==> src/core/abu_map.vh <==
`ifndef ABU_MAP_VH
`define ABU_MAP_VH
// Printed register offsets (byte addresses on the bus)
`define ABU_OFF_BRK_HIGH 16'hfe0c
`define ABU_OFF_BRK_LOW 16'hfe0d
`define ABU_OFF_STATUS_CTRL 16'hfe0e
// Own registers, word aligned
`define ABU_OFF_FLAG_CTRL 16'hfe10
`define ABU_OFF_IRQ_STATUS 16'hfe14
`define ABU_OFF_IRQ_MASK 16'hfe18
`define ABU_OFF_SYS_STATUS 16'hfe1c
// Field positions
`define ABU_BIT_ENABLE 7
`define ABU_BIT_ACTIVE 6
`define ABU_BIT_CLEAR_EN 7
`define ABU_BIT_WAIT_EXIT 0
`define ABU_IRQ_MATCH 0
`define ABU_IRQ_SOFT 1
`define ABU_IRQ_WAIT 2
// Reset values
`define ABU_RST_BYTE 8'h00
`define ABU_RST_WORD 32'h0000_0000
// Bus responses
`define ABU_RESP_OKAY 2'b00
`define ABU_RESP_SLVERR 2'b10
`endif

==> src/core/abu_match.v <==
`default_nettype none
// Compares program-counter addresses against the break address
module abu_match #(
  parameter AW = 16
) (
  input wire sys_clk_i,
  input wire rstn_i,
  input wire [AW-1:0] addr_i,
  input wire addr_from_pc_i,
  input wire [AW-1:0] break_addr_i,
  input wire enable_i,
  input wire stop_mode_i,
  output reg hit_o
);
  // Registered hit: one cycle latency, no combinational path into the core
  always @(posedge sys_clk_i or negedge rstn_i) begin
    if (!rstn_i) begin
      hit_o <= 1'b0;
    end else begin
      hit_o <= enable_i & addr_from_pc_i & ~stop_mode_i & (addr_i == break_addr_i);
    end
  end
endmodule
`default_nettype wire

==> src/core/abu_top.v <==
`include "abu_map.vh"
`default_nettype none
// Overview of operation
// - Request break when address equals break address
// - Only program counter addresses may match
// - Enable flag gates address-match breaks
// - Active flag set by hardware on match
// - Writing one to active flag requests break
// - Two byte break address registers, reset zero
// - Status/control register decoded at its address
// - Clear enable permits peripheral flag clears
// - Hold timer counter stopped during break
// - Disable watchdog in break with high voltage
// - Active in wait; record wait exit by break
// - Inactive in stop; registers kept
module abu_top #(
  parameter AW = 16
) (
  input wire sys_clk_i,
  input wire rstn_i,
  // AXI4-Lite slave
  input wire [15:0] s_axi_awaddr_i,
  input wire s_axi_awvalid_i,
  output wire s_axi_awready_o,
  input wire [31:0] s_axi_wdata_i,
  input wire [3:0] s_axi_wstrb_i,
  input wire s_axi_wvalid_i,
  output wire s_axi_wready_o,
  output reg [1:0] s_axi_bresp_o,
  output reg s_axi_bvalid_o,
  input wire s_axi_bready_i,
  input wire [15:0] s_axi_araddr_i,
  input wire s_axi_arvalid_i,
  output wire s_axi_arready_o,
  output reg [31:0] s_axi_rdata_o,
  output reg [1:0] s_axi_rresp_o,
  output reg s_axi_rvalid_o,
  input wire s_axi_rready_i,
  // Core side
  input wire [AW-1:0] cpu_addr_i,
  input wire cpu_addr_from_pc_i,
  input wire cpu_rti_i,
  input wire wait_mode_i,
  input wire stop_mode_i,
  input wire high_test_voltage_i,
  output wire break_req_o,
  output wire break_in_progress_o,
  output wire timer_stop_o,
  output wire watchdog_disable_o,
  output wire flag_clear_allow_o,
  output wire irq_o
);
  reg [7:0] break_addr_high;
  reg [7:0] break_addr_low;
  reg break_enable_flag;
  reg break_active_flag;
  reg break_flag_clear_enable;
  reg break_wait_status;
  reg in_break;
  reg [2:0] irq_status;
  reg [2:0] irq_mask;
  reg [15:0] aw_addr;
  reg aw_held;
  reg [31:0] w_data;
  reg [3:0] w_strb;
  reg w_held;
  wire match_hit;
  wire wr_fire;
  wire wr_status;
  wire soft_break;
  wire [2:0] irq_events;
  wire [15:0] wr_addr;
  wire [31:0] wr_data;
  wire [3:0] wr_strb;
  wire [8:0] status_lane;

  // Word-aligned byte lane of a byte address
  function [1:0] lane;
    input [15:0] a;
    begin
      lane = a[1:0];
    end
  endfunction

  // Byte from the selected lane, or no write when its strobe is clear
  function [8:0] lane_byte;
    input [31:0] d;
    input [3:0] s;
    input [1:0] l;
    begin
      lane_byte = {s[l], d[8*l +: 8]};
    end
  endfunction

  abu_match #(.AW(AW)) u_match (
    .sys_clk_i(sys_clk_i),
    .rstn_i(rstn_i),
    .addr_i(cpu_addr_i),
    .addr_from_pc_i(cpu_addr_from_pc_i),
    .break_addr_i({break_addr_high, break_addr_low}),
    .enable_i(break_enable_flag),
    .stop_mode_i(stop_mode_i),
    .hit_o(match_hit)
  );

  // Write channel: address and data accepted in either order
  assign s_axi_awready_o = ~aw_held & ~s_axi_bvalid_o;
  assign s_axi_wready_o = ~w_held & ~s_axi_bvalid_o;
  assign wr_addr = aw_held ? aw_addr : s_axi_awaddr_i;
  assign wr_data = w_held ? w_data : s_axi_wdata_i;
  assign wr_strb = w_held ? w_strb : s_axi_wstrb_i;
  assign wr_fire = (aw_held | s_axi_awvalid_i) & (w_held | s_axi_wvalid_i) & ~s_axi_bvalid_o;
  // Printed offsets share one word; each sits in its own byte lane
  // Only the lane strobe qualifies; the data byte itself may be zero
  assign status_lane = lane_byte(wr_data, wr_strb, lane(`ABU_OFF_STATUS_CTRL));
  assign wr_status = wr_fire && ({wr_addr[15:2], 2'b00} == {`ABU_OFF_STATUS_CTRL >> 2, 2'b00}) &&
    status_lane[8];
  assign soft_break = wr_status & wr_data[8*lane(`ABU_OFF_STATUS_CTRL) + `ABU_BIT_ACTIVE];

  // Hold halves until the pair is complete
  always @(posedge sys_clk_i or negedge rstn_i) begin
    if (!rstn_i) begin
      aw_held <= 1'b0;
      w_held <= 1'b0;
      aw_addr <= 16'h0000;
      w_data <= `ABU_RST_WORD;
      w_strb <= 4'h0;
      s_axi_bvalid_o <= 1'b0;
      s_axi_bresp_o <= `ABU_RESP_OKAY;
    end else begin
      if (wr_fire) begin
        aw_held <= 1'b0;
        w_held <= 1'b0;
        s_axi_bvalid_o <= 1'b1;
        s_axi_bresp_o <= ((wr_addr[15:2] == (`ABU_OFF_STATUS_CTRL >> 2)) ||
          (wr_addr == `ABU_OFF_FLAG_CTRL) || (wr_addr == `ABU_OFF_IRQ_STATUS) ||
          (wr_addr == `ABU_OFF_IRQ_MASK)) ? `ABU_RESP_OKAY : `ABU_RESP_SLVERR;
      end else begin
        if (s_axi_awvalid_i && s_axi_awready_o) begin
          aw_held <= 1'b1;
          aw_addr <= s_axi_awaddr_i;
        end
        if (s_axi_wvalid_i && s_axi_wready_o) begin
          w_held <= 1'b1;
          w_data <= s_axi_wdata_i;
          w_strb <= s_axi_wstrb_i;
        end
        if (s_axi_bvalid_o && s_axi_bready_i) begin
          s_axi_bvalid_o <= 1'b0;
        end
      end
    end
  end

  // Register file; stop mode only freezes matching and break requests, never the contents
  always @(posedge sys_clk_i or negedge rstn_i) begin
    if (!rstn_i) begin
      break_addr_high <= `ABU_RST_BYTE;
      break_addr_low <= `ABU_RST_BYTE;
      break_enable_flag <= 1'b0;
      break_flag_clear_enable <= 1'b0;
      irq_mask <= 3'h0;
    end else if (wr_fire) begin
      if (wr_addr[15:2] == (`ABU_OFF_STATUS_CTRL >> 2)) begin
        if (wr_strb[lane(`ABU_OFF_BRK_HIGH)]) begin
          break_addr_high <= wr_data[8*lane(`ABU_OFF_BRK_HIGH) +: 8];
        end
        if (wr_strb[lane(`ABU_OFF_BRK_LOW)]) begin
          break_addr_low <= wr_data[8*lane(`ABU_OFF_BRK_LOW) +: 8];
        end
        if (wr_status) begin
          break_enable_flag <= wr_data[8*lane(`ABU_OFF_STATUS_CTRL) + `ABU_BIT_ENABLE];
        end
      end
      if (wr_addr == `ABU_OFF_FLAG_CTRL && wr_strb[0]) begin
        break_flag_clear_enable <= wr_data[`ABU_BIT_CLEAR_EN];
      end
      if (wr_addr == `ABU_OFF_IRQ_MASK && wr_strb[0]) begin
        irq_mask <= wr_data[2:0];
      end
    end
  end

  // Active flag: hardware set beats a software clear in the same cycle
  always @(posedge sys_clk_i or negedge rstn_i) begin
    if (!rstn_i) begin
      break_active_flag <= 1'b0;
    end else if (match_hit || soft_break) begin
      break_active_flag <= 1'b1;
    end else if (wr_status) begin
      break_active_flag <= 1'b0;
    end
  end

  // Break state lasts from request until the core returns from interrupt
  always @(posedge sys_clk_i or negedge rstn_i) begin
    if (!rstn_i) begin
      in_break <= 1'b0;
      break_wait_status <= 1'b0;
    end else begin
      if (break_req_o) begin
        in_break <= 1'b1;
      end else if (cpu_rti_i) begin
        in_break <= 1'b0;
      end
      // Wait exit by break is recorded; cleared when the next wait begins
      if (break_req_o && wait_mode_i) begin
        break_wait_status <= 1'b1;
      end else if (wait_mode_i) begin
        break_wait_status <= 1'b0;
      end
    end
  end

  // Request raised while the active flag stands outside break and stop; core finishes its instruction
  assign break_req_o = break_active_flag & ~in_break & ~stop_mode_i;
  assign break_in_progress_o = in_break;
  assign timer_stop_o = in_break;
  assign watchdog_disable_o = in_break & high_test_voltage_i;
  assign flag_clear_allow_o = ~in_break | break_flag_clear_enable;

  // Sticky interrupt status, write one to clear, set wins
  assign irq_events = {break_req_o & wait_mode_i, soft_break, match_hit};
  always @(posedge sys_clk_i or negedge rstn_i) begin
    if (!rstn_i) begin
      irq_status <= 3'h0;
    end else begin
      irq_status <= irq_events |
        (irq_status & ~((wr_fire && wr_addr == `ABU_OFF_IRQ_STATUS && wr_strb[0]) ?
        wr_data[2:0] : 3'h0));
    end
  end
  assign irq_o = |(irq_status & irq_mask);

  // Read channel: one cycle after the address is taken
  assign s_axi_arready_o = ~s_axi_rvalid_o;
  always @(posedge sys_clk_i or negedge rstn_i) begin
    if (!rstn_i) begin
      s_axi_rvalid_o <= 1'b0;
      s_axi_rdata_o <= `ABU_RST_WORD;
      s_axi_rresp_o <= `ABU_RESP_OKAY;
    end else if (s_axi_arvalid_i && s_axi_arready_o) begin
      s_axi_rvalid_o <= 1'b1;
      s_axi_rresp_o <= `ABU_RESP_OKAY;
      case (s_axi_araddr_i[15:2])
        (`ABU_OFF_STATUS_CTRL >> 2): begin
          s_axi_rdata_o <= {8'h00, break_enable_flag, break_active_flag, 6'h00,
            break_addr_low, break_addr_high};
        end
        (`ABU_OFF_FLAG_CTRL >> 2): begin
          s_axi_rdata_o <= {24'h00_0000, break_flag_clear_enable, 7'h00};
        end
        (`ABU_OFF_IRQ_STATUS >> 2): begin
          s_axi_rdata_o <= {29'h0000_0000, irq_status};
        end
        (`ABU_OFF_IRQ_MASK >> 2): begin
          s_axi_rdata_o <= {29'h0000_0000, irq_mask};
        end
        (`ABU_OFF_SYS_STATUS >> 2): begin
          s_axi_rdata_o <= {30'h0000_0000, in_break, break_wait_status};
        end
        default: begin
          s_axi_rdata_o <= `ABU_RST_WORD;
          s_axi_rresp_o <= `ABU_RESP_SLVERR;
        end
      endcase
    end else if (s_axi_rready_i) begin
      s_axi_rvalid_o <= 1'b0;
    end
  end
endmodule
`default_nettype wire

==> config.mk <==
export PLATFORM = sky130hd
export DESIGN_NAME = abu_top
export DESIGN_NICKNAME = d
export VERILOG_FILES = /design/src/core/abu_match.v /design/src/core/abu_top.v
export VERILOG_INCLUDE_DIRS = /design/src /design/src/core
export SDC_FILE = /design/constraint.sdc
export NUM_CORES = 1
export LEC_CHECK = 0
export CORE_MARGIN = 2
export CORE_UTILIZATION = 60
export CTS_CLUSTER_SIZE = 10
export DETAILED_ROUTE_END_ITERATION = 8
export DONT_BUFFER_PORTS = 1
export PLACE_DENSITY = 0.76
export SETUP_SLACK_MARGIN = 0.15
export SYNTH_ARGS = -nofsm -noshare
export SYNTH_HDL_FRONTEND = slang
export SYNTH_HIERARCHICAL = 1
export SYNTH_SLANG_ARGS = --single-unit
==> constraint.sdc <==
create_clock -name sys_clk_i -period 2.4 [get_ports sys_clk_i]
set_clock_uncertainty 0.05 [all_clocks]
set_input_delay 0.72 -clock sys_clk_i [delete_from_list [all_inputs] [get_ports sys_clk_i]]
set_output_delay 0.72 -clock sys_clk_i [all_outputs]
set_load 0.005 [all_outputs]
==> results.toml <==
[run_status]
status = "finished, violations left"
violations = "negative hold slack"

[placement]
postPlaceCellArea_um2 = 4650
dp_hpwl_mm = 6.50
gp_congestion = 0.771
port_buffers = 0
place_ws_ps = -143

[cts]
htreeDepth = 3
cts_inserted_buffers = 9
clk_pin_slew_worst_paths_ps = 90
cts_sinks = 89
cts_tree = "done"
root_buffer = "clkbuf_8"
cts_buffer_depth = 2
clock_latency_ps = 350

[sta]
layout_setup_ws_ps = 134
finalHoldViolCount = 2
rsz0062_at_grt = "yes"
fmax_ghz = 0.441
fin_tns_setup_ps = 0
whs_ps = -0.143
slew_violations = 0
finalSetupViolations = 0
period_share = 0.944
period_needed_ps = 2270

[logic_synthesis]
synth_top_area_share = 0.496
synth_area_leaders = "dfrtp_1, mux2_2, nand2_1, buf_4, xor2_1"
synthArstFlopShare = 1.00
ys_seq_elements = 89
ys_types = 54
synth_flop_cell = "dfrtp_1"
yosys_warnings = 6
netlist_instances = 379
syn_area_um2 = 4490
yosys-top-cells-count = "dfrtp_1, mux2_2, nand2_1"
yosysTopAreaCell = "dfrtp_1"
yosysMostFrequentCell = "dfrtp_1"
postSynthAreaPerCell_um2 = 11.9
synth_edf_count = 0
ys_seq_area_frac = 0.496

[finish]
fin_nets = 494
fillers = 585
n_antenna_cell = 0
multi_input_comb_area_um2 = 2130
regArea_um2 = 2230
final_util = 0.684
syn2layout_area_growth_pct = 10.4
final_area_um2 = 4960
drive_gt1_frac = 0.330

[pwr]
leakage_nw = 2.17
p_per_area_nw_per_um2 = 888
ir_drop_mv = 0.598

[route]
ant_nets = 0
via_per_inst = 5.75
drcViolationCount = 0
routed_wl_mm = 9.07
first_pass_iters = 4
drt-wirelength-per-cell_um = 18.1
num_vias = 2887
drt-initial-drc-count = 78

[critical_path]
cp-end-kind = "flop"
crit_path_start_kind = "flop"
worstPathArrival_ps = 2460
critPathTopFamily = "simple AND/OR/NAND/NOR gates"
slowest_delay_ps = 520
path_common_cell = "buf_4"
crit_slowest_cell = "or4_1"
cp.buffers_inverters = 3
path_max_fanout = 8
critical_path_class = "reg2reg"
critPathRequiredTime_ps = 2590
crit_chain = "buf_4 > o21bai_1 > or4_1 > buf_6 > a2111oi_4 > buf_4 > mux2_4"
reg2reg_setup_slack_ps = 130

[hold_path]
hold_path.class = "in2async"

[floorplan]
core_area_um2 = 7250
floorplan.initialDensity = 0.619
chipHeight_um = 90.5
rows = 31
top_level_ports = 143
die-area_um2 = 8190
die_w_um = 90.5

[global_routing]
use_met2 = 0.345
gr-usage-met1 = 0.309
busiest_layer = "met2"
grt.total_usage = 0.229
grt_pass1_vias = 2937
grt_max_degree = 90
overflow = 0
grt_pass1_wl_mm = 14.8
antenna_found_initial = 0
use_met3 = 0.0726

[job]
cap_violations = 0
[placed cells by master (no fill, tap or decap), types with 3 or more instances in the layout]
master and instances:
mux2i_1 5, nor4_1 4, a22oi_1 4, buf_6 3
nand3b_1 4, buf_4 20, nand4_1 3, clkbuf_8 10
xor2_1 16, dfrtp_1 88, or4_1 3, nand2_1 42
nand4b_1 4, a22o_1 3, o21ai_0 22, nand3_1 3
a21oi_1 3, inv_1 8, conb_1 16, mux2_2 75
nand2b_1 3, nor2_1 9, mux2_4 3
[metrics by stage]
step / instances / power [W]
after floorplan: 394 / 0.00299
after global placement: 481 / 0.00315
after detailed placement: 481 / 0.00322
after CTS: 497 / 0.00436
after global routing: 502 / 0.00466
final: 502 / 0.00440
[worst register-to-register path: cells and delay by family (launching register included)]
kind,cells,cell delay (ps)
AND/OR/NAND/NOR,1,520
buffers and inverters,3,480
flip-flops,1,390
multiplexers,1,300
AO/OA/AOI/OAI,2,430
[logic make-up (layout without fill, tap and decap cells)]
logic type / after synthesis / in the layout / synth area share
buffers and inverters: 40 / 49 / 0.0518
AO/OA/AOI/OAI: 54 / 54 / 0.0933
multiplexers: 86 / 86 / 0.214
AND/OR/NAND/NOR: 93 / 93 / 0.113
other: 1 / 16 / 0.000835
XOR/XNOR: 16 / 16 / 0.0312
flip-flops: 89 / 89 / 0.496
[where the power goes]
part	internal [W]	leakage [nW]	total (W)	switching [W]
clock	0.000614	0.113	0.00112	0.000508
sequential	0.00185	1.13	0.00206	0.000202
combinational	0.000695	0.928	0.00123	0.000532
total	0.00316	2.17	0.00440	0.00124
[state kept, by name (all words and copies together), names as in the netlist, 3 cells and up]
signal	cells
irq_status	3
irq_mask	3
break_addr_low	8
break_addr_high	8
aw_addr	16
s_axi_rdata_o	18
w_data	18
w_strb	3
[what timing repair did]
action                                 in CTS  in global routing
setup buffers                               0                  5
gates resized for setup                     3                 12
setup endpoints to repair                  22                 22
pin swaps                                   0                  6
endpoints found under the hold margin      89                 89
[metal layers]
metal / part of all wire / vias up / wire length [um]
li1: - / 1359 / -
met1: 0.44 / 1398 / 4000
met2: 0.47 / 115 / 4220
met3: 0.077 / 15 / 697
met4: 0.017 / 0 / 150
met5: 0 / - / 0
[area by class of cell]
| class | instances | share of cell area |
|---|---|---|
| inverter | 8 | 0.00605 |
| sequential | 89 | 0.449 |
| tap | 99 | 0.0250 |
| clock inverter | 5 | 0.0159 |
| multi-input combinational | 265 | 0.430 |
| clock buffer | 11 | 0.0285 |
| timing repair buffer | 25 | 0.0451 |
[path summary, 6_finish.rpt]
check,startpoint,to,cells past startpoint
worst max-delay path,aw_held$_DFFE_PN0P_,irq_mask[0]$_DFFE_PN0P_,7
worst min-delay path,rstn_i,s_axi_rvalid_o$_DFFE_PN0P_,0
worst max register to register,aw_held$_DFFE_PN0P_,irq_mask[0]$_DFFE_PN0P_,7
worst min register to register,w_data[7]$_DFFE_PN0P_,w_data[7]$_DFFE_PN0P_,1
max in group asynchronous,rstn_i,break_enable_flag$_DFFE_PN0P_,0
min in group sys_clk_i,s_axi_rready_i,s_axi_rvalid_o$_DFFE_PN0P_,1
(Power assumes the default switching activity.)
